File: src/hdl/his_pkg.sv
/*
 Package for the two-channel serial controller interrupt/status block:
 register offsets, bit positions, reset values and the carrier structs.
 Assumes a 32-bit AXI4-Lite register port with word-aligned registers.
*/
package his_pkg;
   // Register byte offsets, one aligned word each
   localparam logic [7:0] OFF_PRIMARY_IRQ_STATUS_A  = 8'h00;
   localparam logic [7:0] OFF_EXT_A   = 8'h04;
   localparam logic [7:0] OFF_CHANNEL_B_INTERRUPT_STATUS  = 8'h08;
   localparam logic [7:0] OFF_EXT_B   = 8'h0C;
   localparam logic [7:0] OFF_MASK_A  = 8'h10;
   localparam logic [7:0] OFF_MASK_B  = 8'h14;
   localparam logic [7:0] OFF_TXH_A   = 8'h18;
   localparam logic [7:0] OFF_TXH_B   = 8'h1C;
   localparam logic [7:0] OFF_TXL_A   = 8'h20;
   localparam logic [7:0] OFF_TXL_B   = 8'h24;
   localparam logic [7:0] OFF_CTL2_A  = 8'h28;
   localparam logic [7:0] OFF_CTL2_B  = 8'h2C;
   localparam logic [7:0] OFF_CMD_A   = 8'h30;
   localparam logic [7:0] OFF_CMD_B   = 8'h34;
   localparam logic [7:0] OFF_BYTES_A = 8'h38;
   localparam logic [7:0] OFF_BYTES_B = 8'h3C;

   // Primary status bit positions (channel B low three are pointers)
   localparam int P_PTR_EXB = 0;
   localparam int P_PTR_EXA = 1;
   localparam int P_PTR_ICA = 2;
   localparam int P_XPR     = 3;
   localparam int P_RFS_RSV = 4;
   localparam int P_RPF     = 5;
   localparam int P_RME     = 6;
   localparam int P_SPARE   = 7;
   // Extended status bit positions
   localparam int E_XDU = 0;
   localparam int E_XMR = 1;
   localparam int E_RFO = 2;
   localparam int E_RFS = 3;
   localparam int E_R4  = 4;
   localparam int E_R5  = 5;
   // Tx count high: DMA select and count bits 11:8
   localparam int TXH_DMA = 7;
   // Control two: receive-start enable
   localparam int CTL2_RIE = 0;
   // Command bits
   localparam int CMD_TRANSMITTER_RESET_CMD = 0;
   localparam int CMD_XTF  = 1;
   localparam int CMD_XIF  = 2;
   localparam int CMD_XME  = 3;

   localparam logic [7:0] MASK_RST = 8'h00;
   localparam logic [7:0] ZERO8    = 8'h00;
   localparam logic [1:0] RESP_OK  = 2'h0;
   localparam logic [1:0] RESP_ERR = 2'h2;

   // Event inputs from the channel datapath, one-cycle pulses except the tx_queue_empty level
   typedef struct packed {
      logic rx_pool_full_ev;   // 32 bytes held, message incomplete
      logic rx_msg_done_ev;    // closing flag stored
      logic rx_dma_read_done;  // DMA drained the message
      logic rx_queue_full_new; // new frame start with queue full
      logic rx_start_ev;       // two bytes after address/flag
      logic tx_half_empty_ev;  // transmit half emptied
      logic tx_frame_done_ev;  // transparent CRC and flag out
      logic tx_pos_ack_ev;     // auto mode positive ack
      logic tx_neg_ack_ev;     // auto mode negative ack
      logic tx_retry_ev;       // collision / CTS loss past byte 32
      logic tx_byte_out;       // one byte shifted out
      logic tx_queue_empty;    // level: nothing left to send
   } his_ev_t;

   typedef struct packed {
      logic [7:0]  primary_irq_status;
      logic [5:0]  ext;
      logic [7:0]  mask;
      logic [7:0]  txh;
      logic [7:0]  txl;
      logic [7:0]  ctl2;
      logic        sending;
      logic        message_end_indication;
      logic        udr_done;
      logic [11:0] bytes;
   } his_chan_t;
endpackage

File: src/hdl/his_top.sv
/*
 Interrupt and transfer-mode logic for two serial channels: per-channel
 primary/extended status, mask, DMA select, one active-low interrupt.
 Assumes the datapath delivers events as one-cycle pulses on clk_sys and
 an AXI4-Lite master keeps to one write and one read at a time.
*/
// The AXI4-Lite register port and the address map were decided locally.
// Functional notes
// - After reset channels use interrupt mode; DMA only when tx count high bit set.
// - Each channel keeps its own interrupt-or-DMA mode selection.
// - All events of both channels share one active-low interrupt output.
// - Three primary and four extended indications per channel.
// - Channel B primary bits 2-0 point to pending A primary, A extended, B extended.
// - Channel B primary bits 7-3 show channel B sources directly.
// - Line stays low until every source cleared; reading a status register clears it.
// - A set mask bit stops its primary indication from requesting an interrupt.
// - Pool-full raised in interrupt mode at 32 bytes of an incomplete message.
// - Interrupt mode: message end raised once CRC and closing flag stored.
// - DMA mode: message end raised after DMA has read the whole message.
// - Frame overflow raised when queue full and a new frame starts.
// - Frame start raised two bytes in, only when its enable bit is set.
// - Control, address and low receive status are valid at frame start; no register here reads rx_ctl_field_a/b.
// - Pool-ready raised when a transmit half empties, and after transmitter reset.
// - Interrupt mode: pool-ready repeats until end-of-message, and at transparent frame end.
// - Auto mode: pool-ready raised on positive acknowledgement.
// - Auto mode: message-repeat raised on negative acknowledgement.
// - Message-repeat also raised on collision or CTS loss after byte 32.
// - Underrun raised when queue empty and all shifted without end-of-message.
`timescale 1ns/1ps
module his_top #(
   parameter int CHANNELS = 2
) (
   input  wire logic         clk_sys,
   input  wire logic         rst_n,
   // AXI4-Lite slave
   input  wire logic [7:0]   s_awaddr,
   input  wire logic         s_awvalid,
   output logic              s_awready,
   input  wire logic [31:0]  s_wdata,
   input  wire logic [3:0]   s_wstrb,
   input  wire logic         s_wvalid,
   output logic              s_wready,
   output logic [1:0]        s_bresp,
   output logic              s_bvalid,
   input  wire logic         s_bready,
   input  wire logic [7:0]   s_araddr,
   input  wire logic         s_arvalid,
   output logic              s_arready,
   output logic [31:0]       s_rdata,
   output logic [1:0]        s_rresp,
   output logic              s_rvalid,
   input  wire logic         s_rready,
   // Datapath events per channel (index 0 = A, 1 = B)
   input  wire his_pkg::his_ev_t ev_a,
   input  wire his_pkg::his_ev_t ev_b,
   // Receive header values latched by the datapath
   input  wire logic [7:0]   rx_ctl_field_a,
   input  wire logic [7:0]   rx_ctl_field_b,
   // Mode outputs and the active-low interrupt line
   output logic              dma_mode_a,
   output logic              dma_mode_b,
   output logic              rx_start_irq_enable_a,
   output logic              rx_start_irq_enable_b,
   output logic              irq_n
);
   initial begin
      if (CHANNELS != 2) $error("his_top serves exactly two channels");
   end

   typedef struct packed {
      his_pkg::his_chan_t [1:0] ch;
      logic              aw_got;
      logic              w_got;
      logic [7:0]        aw_addr;
      logic [31:0]       w_data;
      logic [3:0]        w_strb;
      logic              bvalid;
      logic              rvalid;
      logic [31:0]       rdata;
      logic [1:0]        rresp;
      logic [1:0]        bresp;
      logic              irq;
   } his_state_t;

   his_state_t st_ff;
   his_state_t nxt_st;
   logic       rst_s1_ff;
   logic       rst_s2_ff;
   his_pkg::his_ev_t ev [1:0];

   assign ev[0] = ev_a;
   assign ev[1] = ev_b;

   // Reset release synchroniser
   always_ff @(posedge clk_sys or negedge rst_n) begin
      if (!rst_n) begin
         rst_s1_ff <= 1'b0;
         rst_s2_ff <= 1'b0;
      end else begin
         rst_s1_ff <= 1'b1;
         rst_s2_ff <= rst_s1_ff;
      end
   end

   // Pending summary of one channel's primary bits, after mask
   function automatic logic prim_pend(input logic [7:0] s, input logic [7:0] m);
      prim_pend = |(s[7:3] & ~m[7:3]);
   endfunction

   // Pointer bits for channel B primary, live from the other registers
   function automatic logic [7:0] channel_b_interrupt_status_view(input his_state_t s);
      logic [7:0] v;
      v = s.ch[1].primary_irq_status;
      v[his_pkg::P_PTR_ICA] = prim_pend(s.ch[0].primary_irq_status, s.ch[0].mask);
      v[his_pkg::P_PTR_EXA] = |s.ch[0].ext;
      v[his_pkg::P_PTR_EXB] = |s.ch[1].ext;
      channel_b_interrupt_status_view = v;
   endfunction

   logic [7:0]  channel_b_interrupt_status_now;
   logic        wr_fire;
   logic        rd_fire;

   // Channel B primary as the host sees it, pointers included
   assign channel_b_interrupt_status_now = channel_b_interrupt_status_view(st_ff);
   logic [31:0] rd_word;
   logic        rd_hit;

   assign s_awready = !st_ff.aw_got && !st_ff.bvalid;
   assign s_wready  = !st_ff.w_got && !st_ff.bvalid;
   assign s_arready = !st_ff.rvalid;
   assign rd_fire   = s_arvalid && s_arready;

   // Read decode; word-aligned, unmapped answers SLVERR
   always_comb begin
      rd_word = 32'h0000_0000;
      rd_hit  = 1'b1;
      if (s_araddr == his_pkg::OFF_PRIMARY_IRQ_STATUS_A) begin
         rd_word[7:0] = st_ff.ch[0].primary_irq_status;
      end else if (s_araddr == his_pkg::OFF_CHANNEL_B_INTERRUPT_STATUS) begin
         rd_word[7:0] = channel_b_interrupt_status_now;
      end else if (s_araddr == his_pkg::OFF_EXT_A) begin
         rd_word[5:0] = st_ff.ch[0].ext;
      end else if (s_araddr == his_pkg::OFF_EXT_B) begin
         rd_word[5:0] = st_ff.ch[1].ext;
      end else if (s_araddr == his_pkg::OFF_MASK_A) begin
         rd_word[7:0] = st_ff.ch[0].mask;
      end else if (s_araddr == his_pkg::OFF_MASK_B) begin
         rd_word[7:0] = st_ff.ch[1].mask;
      end else if (s_araddr == his_pkg::OFF_TXH_A) begin
         rd_word[7:0] = st_ff.ch[0].txh;
      end else if (s_araddr == his_pkg::OFF_TXH_B) begin
         rd_word[7:0] = st_ff.ch[1].txh;
      end else if (s_araddr == his_pkg::OFF_TXL_A) begin
         rd_word[7:0] = st_ff.ch[0].txl;
      end else if (s_araddr == his_pkg::OFF_TXL_B) begin
         rd_word[7:0] = st_ff.ch[1].txl;
      end else if (s_araddr == his_pkg::OFF_CTL2_A) begin
         rd_word[7:0] = st_ff.ch[0].ctl2;
      end else if (s_araddr == his_pkg::OFF_CTL2_B) begin
         rd_word[7:0] = st_ff.ch[1].ctl2;
      end else if (s_araddr == his_pkg::OFF_CMD_A || s_araddr == his_pkg::OFF_CMD_B) begin
         rd_word = 32'h0000_0000; // Commands read as zero
      end else if (s_araddr == his_pkg::OFF_BYTES_A) begin
         rd_word[11:0] = st_ff.ch[0].bytes;
      end else if (s_araddr == his_pkg::OFF_BYTES_B) begin
         rd_word[11:0] = st_ff.ch[1].bytes;
      end else begin
         rd_hit = 1'b0;
      end
   end

   assign wr_fire = (st_ff.aw_got || s_awvalid) && (st_ff.w_got || s_wvalid) && !st_ff.bvalid;

   // Next-state: bus slave, event capture, clear-on-read, interrupt
   always_comb begin
      logic [7:0]  wa;
      logic [31:0] wd;
      logic        wl;
      logic        dma;
      logic [11:0] cnt;
      logic        end_of_message_cmd;
      logic        transmitter_reset_cmd;
      logic        send_transparent_cmd;
      logic [7:0]  sp;
      logic [5:0]  se;
      logic        any;
      nxt_st = st_ff;
      wa  = st_ff.aw_got ? st_ff.aw_addr : s_awaddr;
      wd  = st_ff.w_got ? st_ff.w_data : s_wdata;
      wl  = st_ff.w_got ? st_ff.w_strb[0] : s_wstrb[0];
      dma = 1'b0;
      cnt = 12'h000;
      end_of_message_cmd = 1'b0;
      transmitter_reset_cmd = 1'b0;
      send_transparent_cmd = 1'b0;
      sp  = 8'h00;
      se  = 6'h00;
      any = 1'b0;

      // Address and data may arrive in either order
      if (s_awvalid && s_awready && !wr_fire) begin
         nxt_st.aw_got  = 1'b1;
         nxt_st.aw_addr = s_awaddr;
      end
      if (s_wvalid && s_wready && !wr_fire) begin
         nxt_st.w_got  = 1'b1;
         nxt_st.w_data = s_wdata;
         nxt_st.w_strb = s_wstrb;
      end
      if (st_ff.bvalid && s_bready) begin
         nxt_st.bvalid = 1'b0;
      end
      if (st_ff.rvalid && s_rready) begin
         nxt_st.rvalid = 1'b0;
      end

      // Clear-on-read comes first so a same-cycle event wins
      if (rd_fire) begin
         nxt_st.rvalid = 1'b1;
         nxt_st.rdata  = rd_word;
         nxt_st.rresp  = rd_hit ? his_pkg::RESP_OK : his_pkg::RESP_ERR;
         if (s_araddr == his_pkg::OFF_PRIMARY_IRQ_STATUS_A) nxt_st.ch[0].primary_irq_status = his_pkg::ZERO8;
         if (s_araddr == his_pkg::OFF_CHANNEL_B_INTERRUPT_STATUS) nxt_st.ch[1].primary_irq_status = his_pkg::ZERO8;
         if (s_araddr == his_pkg::OFF_EXT_A)  nxt_st.ch[0].ext  = 6'h00;
         if (s_araddr == his_pkg::OFF_EXT_B)  nxt_st.ch[1].ext  = 6'h00;
      end

      for (int c = 0; c < 2; c++) begin
         end_of_message_cmd = 1'b0;
         transmitter_reset_cmd = 1'b0;
         send_transparent_cmd = 1'b0;
         // Register writes; only the low byte lane carries data
         if (wr_fire && wl) begin
            if (wa == (c == 0 ? his_pkg::OFF_MASK_A : his_pkg::OFF_MASK_B)) begin
               nxt_st.ch[c].mask = wd[7:0];
            end else if (wa == (c == 0 ? his_pkg::OFF_TXH_A : his_pkg::OFF_TXH_B)) begin
               nxt_st.ch[c].txh = wd[7:0];
            end else if (wa == (c == 0 ? his_pkg::OFF_TXL_A : his_pkg::OFF_TXL_B)) begin
               nxt_st.ch[c].txl = wd[7:0];
            end else if (wa == (c == 0 ? his_pkg::OFF_CTL2_A : his_pkg::OFF_CTL2_B)) begin
               nxt_st.ch[c].ctl2 = wd[7:0];
            end else if (wa == (c == 0 ? his_pkg::OFF_CMD_A : his_pkg::OFF_CMD_B)) begin
               transmitter_reset_cmd = wd[his_pkg::CMD_TRANSMITTER_RESET_CMD];
               send_transparent_cmd  = wd[his_pkg::CMD_XTF] | wd[his_pkg::CMD_XIF];
               end_of_message_cmd  = wd[his_pkg::CMD_XME];
            end
         end
         dma = st_ff.ch[c].txh[his_pkg::TXH_DMA];
         cnt = {st_ff.ch[c].txh[3:0], st_ff.ch[c].txl};
         sp = 8'h00;
         se = 6'h00;

         // Receive events
         sp[his_pkg::P_RPF] = ev[c].rx_pool_full_ev && !dma;
         sp[his_pkg::P_RME] = dma ? ev[c].rx_dma_read_done : ev[c].rx_msg_done_ev;
         se[his_pkg::E_RFO] = ev[c].rx_queue_full_new;
         // Header registers are latched by the datapath before this pulse
         se[his_pkg::E_RFS] = ev[c].rx_start_ev && st_ff.ch[c].ctl2[his_pkg::CTL2_RIE];

         // Transmit pool ready: reset cmd, emptied half in DMA or while sending, frame end outside DMA, ack
         sp[his_pkg::P_XPR] = transmitter_reset_cmd
                            || (ev[c].tx_half_empty_ev && (dma || st_ff.ch[c].sending))
                            || (ev[c].tx_frame_done_ev && !dma)
                            || ev[c].tx_pos_ack_ev;
         se[his_pkg::E_XMR] = ev[c].tx_neg_ack_ev || ev[c].tx_retry_ev;

         // Message-end tracking and byte count
         if (transmitter_reset_cmd || send_transparent_cmd) begin
            nxt_st.ch[c].sending  = !transmitter_reset_cmd && send_transparent_cmd;
            nxt_st.ch[c].message_end_indication      = 1'b0;
            nxt_st.ch[c].bytes    = 12'h000;
            nxt_st.ch[c].udr_done = 1'b0;
         end else begin
            if (end_of_message_cmd && !dma) begin
               nxt_st.ch[c].message_end_indication     = 1'b1;
               nxt_st.ch[c].sending = 1'b0;
            end
            if (ev[c].tx_byte_out) begin
               nxt_st.ch[c].bytes = st_ff.ch[c].bytes + 12'h001;
               if (dma && (st_ff.ch[c].bytes + 12'h001) == cnt) begin
                  nxt_st.ch[c].message_end_indication = 1'b1;
               end
            end
            if (!ev[c].tx_queue_empty) nxt_st.ch[c].udr_done = 1'b0;
         end
         // Underrun once per empty episode without message end
         if (ev[c].tx_queue_empty && !st_ff.ch[c].message_end_indication && !st_ff.ch[c].udr_done
             && st_ff.ch[c].bytes != 12'h000 && !transmitter_reset_cmd && !send_transparent_cmd) begin
            se[his_pkg::E_XDU]        = 1'b1;
            nxt_st.ch[c].udr_done     = 1'b1;
         end

         nxt_st.ch[c].primary_irq_status[7:3] = nxt_st.ch[c].primary_irq_status[7:3] | sp[7:3];
         nxt_st.ch[c].ext       = nxt_st.ch[c].ext | se;
         nxt_st.ch[c].primary_irq_status[2:0] = 3'h0;
      end

      if (wr_fire) begin
         nxt_st.bvalid = 1'b1;
         nxt_st.aw_got = 1'b0;
         nxt_st.w_got  = 1'b0;
         nxt_st.bresp  = his_pkg::RESP_OK;
      end

      // Single shared line over all unmasked pending indications
      any = prim_pend(nxt_st.ch[0].primary_irq_status, nxt_st.ch[0].mask)
          || prim_pend(nxt_st.ch[1].primary_irq_status, nxt_st.ch[1].mask)
          || (|nxt_st.ch[0].ext) || (|nxt_st.ch[1].ext);
      nxt_st.irq = any;
   end

   // State register, reset to interrupt mode and all clear
   always_ff @(posedge clk_sys or negedge rst_s2_ff) begin
      if (!rst_s2_ff) begin
         st_ff <= '0;
      end else begin
         st_ff <= nxt_st;
      end
   end

   assign s_bvalid = st_ff.bvalid;
   assign s_bresp  = st_ff.bresp;
   assign s_rvalid = st_ff.rvalid;
   assign s_rdata  = st_ff.rdata;
   assign s_rresp  = st_ff.rresp;
   assign dma_mode_a = st_ff.ch[0].txh[his_pkg::TXH_DMA];
   assign dma_mode_b = st_ff.ch[1].txh[his_pkg::TXH_DMA];
   assign rx_start_irq_enable_a = st_ff.ch[0].ctl2[his_pkg::CTL2_RIE];
   assign rx_start_irq_enable_b = st_ff.ch[1].ctl2[his_pkg::CTL2_RIE];
   assign irq_n = !st_ff.irq;

   // Assertions
   irq_follows_a: assert property (@(posedge clk_sys) disable iff (!rst_s2_ff)
      (|st_ff.ch[1].ext) |-> !irq_n) else $error("irq not low with ext B pending");
   irq_idle_a: assert property (@(posedge clk_sys) disable iff (!rst_s2_ff)
      (st_ff.ch[0].primary_irq_status == 8'h00 && st_ff.ch[1].primary_irq_status == 8'h00 && st_ff.ch[0].ext == 6'h00
       && st_ff.ch[1].ext == 6'h00) |-> irq_n) else $error("irq low with nothing pending");
   read_clear_a: assert property (@(posedge clk_sys) disable iff (!rst_s2_ff)
      (rd_fire && s_araddr == his_pkg::OFF_EXT_A && ev_a == '0) |=> st_ff.ch[0].ext == 6'h00)
      else $error("ext A not cleared by read");
   rpf_dma_a: assert property (@(posedge clk_sys) disable iff (!rst_s2_ff)
      (ev_a.rx_pool_full_ev && dma_mode_a && !st_ff.ch[0].primary_irq_status[his_pkg::P_RPF])
      |=> !st_ff.ch[0].primary_irq_status[his_pkg::P_RPF]) else $error("pool full raised in DMA mode");
   rpf_only_int_a: assert property (@(posedge clk_sys) disable iff (!rst_s2_ff)
      (ev_a.rx_pool_full_ev && !dma_mode_a) |=> st_ff.ch[0].primary_irq_status[his_pkg::P_RPF])
      else $error("pool full lost");
   rfs_gate_a: assert property (@(posedge clk_sys) disable iff (!rst_s2_ff)
      (ev_b.rx_start_ev && rx_start_irq_enable_b) |=> st_ff.ch[1].ext[his_pkg::E_RFS])
      else $error("frame start lost");
   mask_gate_a: assert property (@(posedge clk_sys) disable iff (!rst_s2_ff)
      (st_ff.ch[1].mask == 8'hFF && st_ff.ch[0].primary_irq_status == 8'h00 && st_ff.ch[0].ext == 6'h00
       && st_ff.ch[1].ext == 6'h00) |-> irq_n) else $error("masked primary raised irq");
   ptr_ext_a: assert property (@(posedge clk_sys) disable iff (!rst_s2_ff)
      (|st_ff.ch[0].ext) |-> channel_b_interrupt_status_now[his_pkg::P_PTR_EXA])
      else $error("ext A pointer missing");
   xmr_set_a: assert property (@(posedge clk_sys) disable iff (!rst_s2_ff)
      (ev_b.tx_neg_ack_ev || ev_b.tx_retry_ev) |=> st_ff.ch[1].ext[his_pkg::E_XMR])
      else $error("repeat lost");
endmodule // his_top

File: config.mk
export PLATFORM = sky130hd
export DESIGN_NAME = his_top
export DESIGN_NICKNAME = d
export VERILOG_FILES = /design/src/hdl/his_pkg.sv /design/src/hdl/his_top.sv
export SDC_FILE = /design/constraint.sdc
export NUM_CORES = 1
export LEC_CHECK = 0
export ABC_CLOCK_PERIOD_IN_PS = 5050
export BUFFER_PORTS_ARGS = -buffer_cell sky130_fd_sc_hd__buf_2
export CORE_ASPECT_RATIO = 0.9
export CORE_MARGIN = 3
export CORE_UTILIZATION = 57
export DETAILED_ROUTE_END_ITERATION = 12
export PLACE_DENSITY = 0.89
export SETUP_SLACK_MARGIN = 0.2
export SLEW_MARGIN = 5
export SYNTH_ARGS = -nofsm -noshare
export SYNTH_HDL_FRONTEND = slang
export SYNTH_SLANG_ARGS = --single-unit
File: constraint.sdc
create_clock -name clk_sys -period 5.05 [get_ports clk_sys]
set_input_delay 1.01 -clock clk_sys [delete_from_list [all_inputs] [get_ports clk_sys]]
set_output_delay 1.01 -clock clk_sys [all_outputs]
set_load 0.05 [all_outputs]
==> flow_metrics.env <==
export IMPL_status="completed"
export IMPL_grt_ovfl_total=0
export IMPL_crit_fanout=12
export IMPL_ir_drop_uv=481
export IMPL_start_util=0.595
export IMPL_rows=42
export IMPL_numClockSinks=153
export IMPL_grt_pass1_vias=7126
export IMPL_setup_tns_final_ns=0
export IMPL_grt_max_degree=151
export IMPL_ctsHoldBuffers=0
export IMPL_worst_slew_pin_transition_ns=1.19
export IMPL_hpwlAfterDp_um=17500
export IMPL_synth_top_cell_by_area="dfrtp_1"
export IMPL_fmax_mhz=295
export IMPL_fp_dieArea_um2=17300
export IMPL_place_ws_ns=1.33
export IMPL_yosysTopAreaCellShare=0.427
export IMPL_seq_power_share=0.412
export IMPL_syn_to_final_growth_pct=9.16
export IMPL_drv_slew=0
export IMPL_io_buffers=78
export IMPL_gr_usage_all_layers=0.284
export IMPL_vias=7730
export IMPL_path_cells="buf_2, nor4_2, nand3_1, and2_1, o211a_2, a2111oi_2, nand4_1"
export IMPL_grt_pass1_wl_um=39000
export IMPL_wl_met1_um=10100
export IMPL_gp_congestion=0.978
export IMPL_layout_nets=1081
export IMPL_fin_crit_ns=3.39
export IMPL_internal_power_mw=2.79
export IMPL_fin_worst_skew_ns=0.00943
export IMPL_drive_gt1_frac=0.171
export IMPL_ios=145
export IMPL_crit_path_top_delay_cell="nor4_2"
export IMPL_pwr_share_comb=0.299
export IMPL_synth_cells=944
export IMPL_ys_flop_type="dfrtp_1"
export IMPL_required_ns=5.34
export IMPL_clk_insertion_delay_late_ns=0.43
export IMPL_cts_root_buf="clkbuf_16"
export IMPL_hold_class="flop to async pin"
export IMPL_cp_arrival_ns=3.68
export IMPL_wl_per_cell_um=20.9
export IMPL_p_switching_mw=1.68
export IMPL_yosys_top_cells_area="dfrtp_1 (43%), nor2_1 (4.1%), mux2i_1 (3.7%)"
export IMPL_fillers=1227
export IMPL_layout_common_cells="dfrtp_1 (152), nor2_1 (98), nand2_1 (85)"
export IMPL_rsz0062_at_grt="false"
export IMPL_drt_iter0_drc=1006
export IMPL_antenna_found_initial=0
export IMPL_postSynthRegisterBits=153
export IMPL_ant_nets=0
export IMPL_max_stage_delay_ns=0.95
export IMPL_vias_per_cell=6.51
export IMPL_postCtsResizedCells=0
export IMPL_clk_pin_slew_ns=0.06
export IMPL_power_density_nw_per_um2=457
export IMPL_routed_wl_met2_um=11100
export IMPL_cts_setup_buffers=0
export IMPL_leakage_nw=4.30
export IMPL_clock_path_buffers=2
export IMPL_met3_length_um=2970
export IMPL_whs_ns=0.0942
export IMPL_ys_types=86
export IMPL_synth_edff_count=0
export IMPL_startpoint_type="input port"
export IMPL_num_antenna_cells=0
export IMPL_firstDrtPassIters=6
export IMPL_layout_commonest_cell="dfrtp_1"
export IMPL_ctsHtreeMaxLevel=4
export IMPL_endpoint_kind="flop"
export IMPL_setup_viol=0
export IMPL_drc_errors=0
export IMPL_sw_frac_of_total=0.376
export IMPL_die_height_um=125
export IMPL_top_layer="met4"
export IMPL_cts_made_buffers=17
export IMPL_critPathKind="input port to flop"
export IMPL_timing_final_crit_share=0.670
export IMPL_setup_ws_ns=1.66
export IMPL_hold_viol=0
export IMPL_relSlewSlack=0.182
export IMPL_wl_um=24800
export IMPL_drv_cap=0
export IMPL_syn_avg_cell_area_um2=9.51
export IMPL_ys_warn_count=0
export IMPL_die_x_um=138
export IMPL_synth_area_um2=8980
export IMPL_cts_tree="done"
export IMPL_yosysSeqAreaShare=0.427
export IMPL_core_area_um2=15100
export IMPL_p_clk_frac=0.289
export IMPL_synth_async_reset_ratio=1.00
[kinds of logic after synthesis]
| logic type | Yosys count | share of synthesized area |
|---|---|---|
| multiplexers | 61 | 0.0749 |
| buffers and inverters | 117 | 0.0718 |
| adder cells (fa/ha/maj) | 4 | 0.00558 |
| AO/OA/AOI/OAI | 226 | 0.171 |
| other | 2 | 0.000837 |
| XOR/XNOR | 54 | 0.0527 |
| flip-flops | 153 | 0.427 |
| AND/OR/NAND/NOR | 327 | 0.197 |
[sequential cells by signal (all words and copies together) (netlist names)]
signal / count
st_ff: 127
s_rdata: 12
channel_b_interrupt_status_now: 5
dma_mode_a: 1
dma_mode_b: 1
rst_s1_ff: 1
rst_s2_ff: 1
rx_start_irq_enable_a: 1
rx_start_irq_enable_b: 1
s_bvalid: 1
s_rresp: 1
s_rvalid: 1
[area by class of cell]
cell class                      instances  area [um2]  area share
Multi-Input combinational cell        696        4590       0.468
Sequential cell                       153        3830       0.391
Clock buffer                           22         474      0.0484
Timing Repair Buffer                   82         433      0.0442
Tap cell                              198         248      0.0253
Clock inverter                          8         120      0.0123
Inverter                               28         105      0.0107
[worst paths after layout]
path	to	slack (ns)	start	cells past startpoint
max reg2reg	st_ff[0]	1.88	st_ff[84]	6
min	s_rdata[7]	0.09	rst_s2_ff	0
min reg2reg	s_rdata[7]	0.09	rst_s2_ff	0
max in group asynchronous	st_ff[47]	3.95	rst_s2_ff	1
max	st_ff[0]	1.66	s_araddr[4]	7
min in group clk_sys	rst_s2_ff	0.36	rst_s1_ff	0
[Yosys cell counts, types with 20 or more instances]
master,n
a21oi_1,55
nand4_1,20
nand2_1,85
inv_1,28
mux2i_1,33
mux2_2,24
buf_4,40
dfrtp_1,153
o21ai_1,24
o21ai_0,38
xor2_1,26
nor2_1,98
xnor2_1,28
[power groups by stage]
| stage | sequential (mW) | combinational (mW) | clock, mW |
|---|---|---|---|
| floorplan | 1.68 | 1.13 | 0 |
| global placement | 1.83 | 1.25 | 0 |
| detailed placement | 1.85 | 1.30 | 0 |
| CTS | 1.83 | 1.32 | 1.30 |
| global route | 1.88 | 1.46 | 1.35 |
| finish | 1.85 | 1.34 | 1.29 |
[through the flow]
stage,utilization,std cells,total power [mW],area [um2]
floorplan,-,966,2.82,9060
global placement,0.610,1157,3.08,9200
detailed placement,0.610,1157,3.14,9200
CTS,0.650,1187,4.45,9800
global route,0.650,1187,4.68,9800
finish,0.650,1187,4.48,9800
[critical path: cells and delay by family]
family	cells	cell delay, ns
buf+inv	1	0.19
simple gates	4	1.97
compound gates	2	0.48
[per-layer routing]
layer / global-route usage / up-vias
met5: 0 / -
li1: - / 3428
met1: 0.406 / 3763
met3: 0.0790 / 57
met4: 0.0988 / 0
met2: 0.420 / 482
No activity file was read; power rests on OpenSTA's default activity.
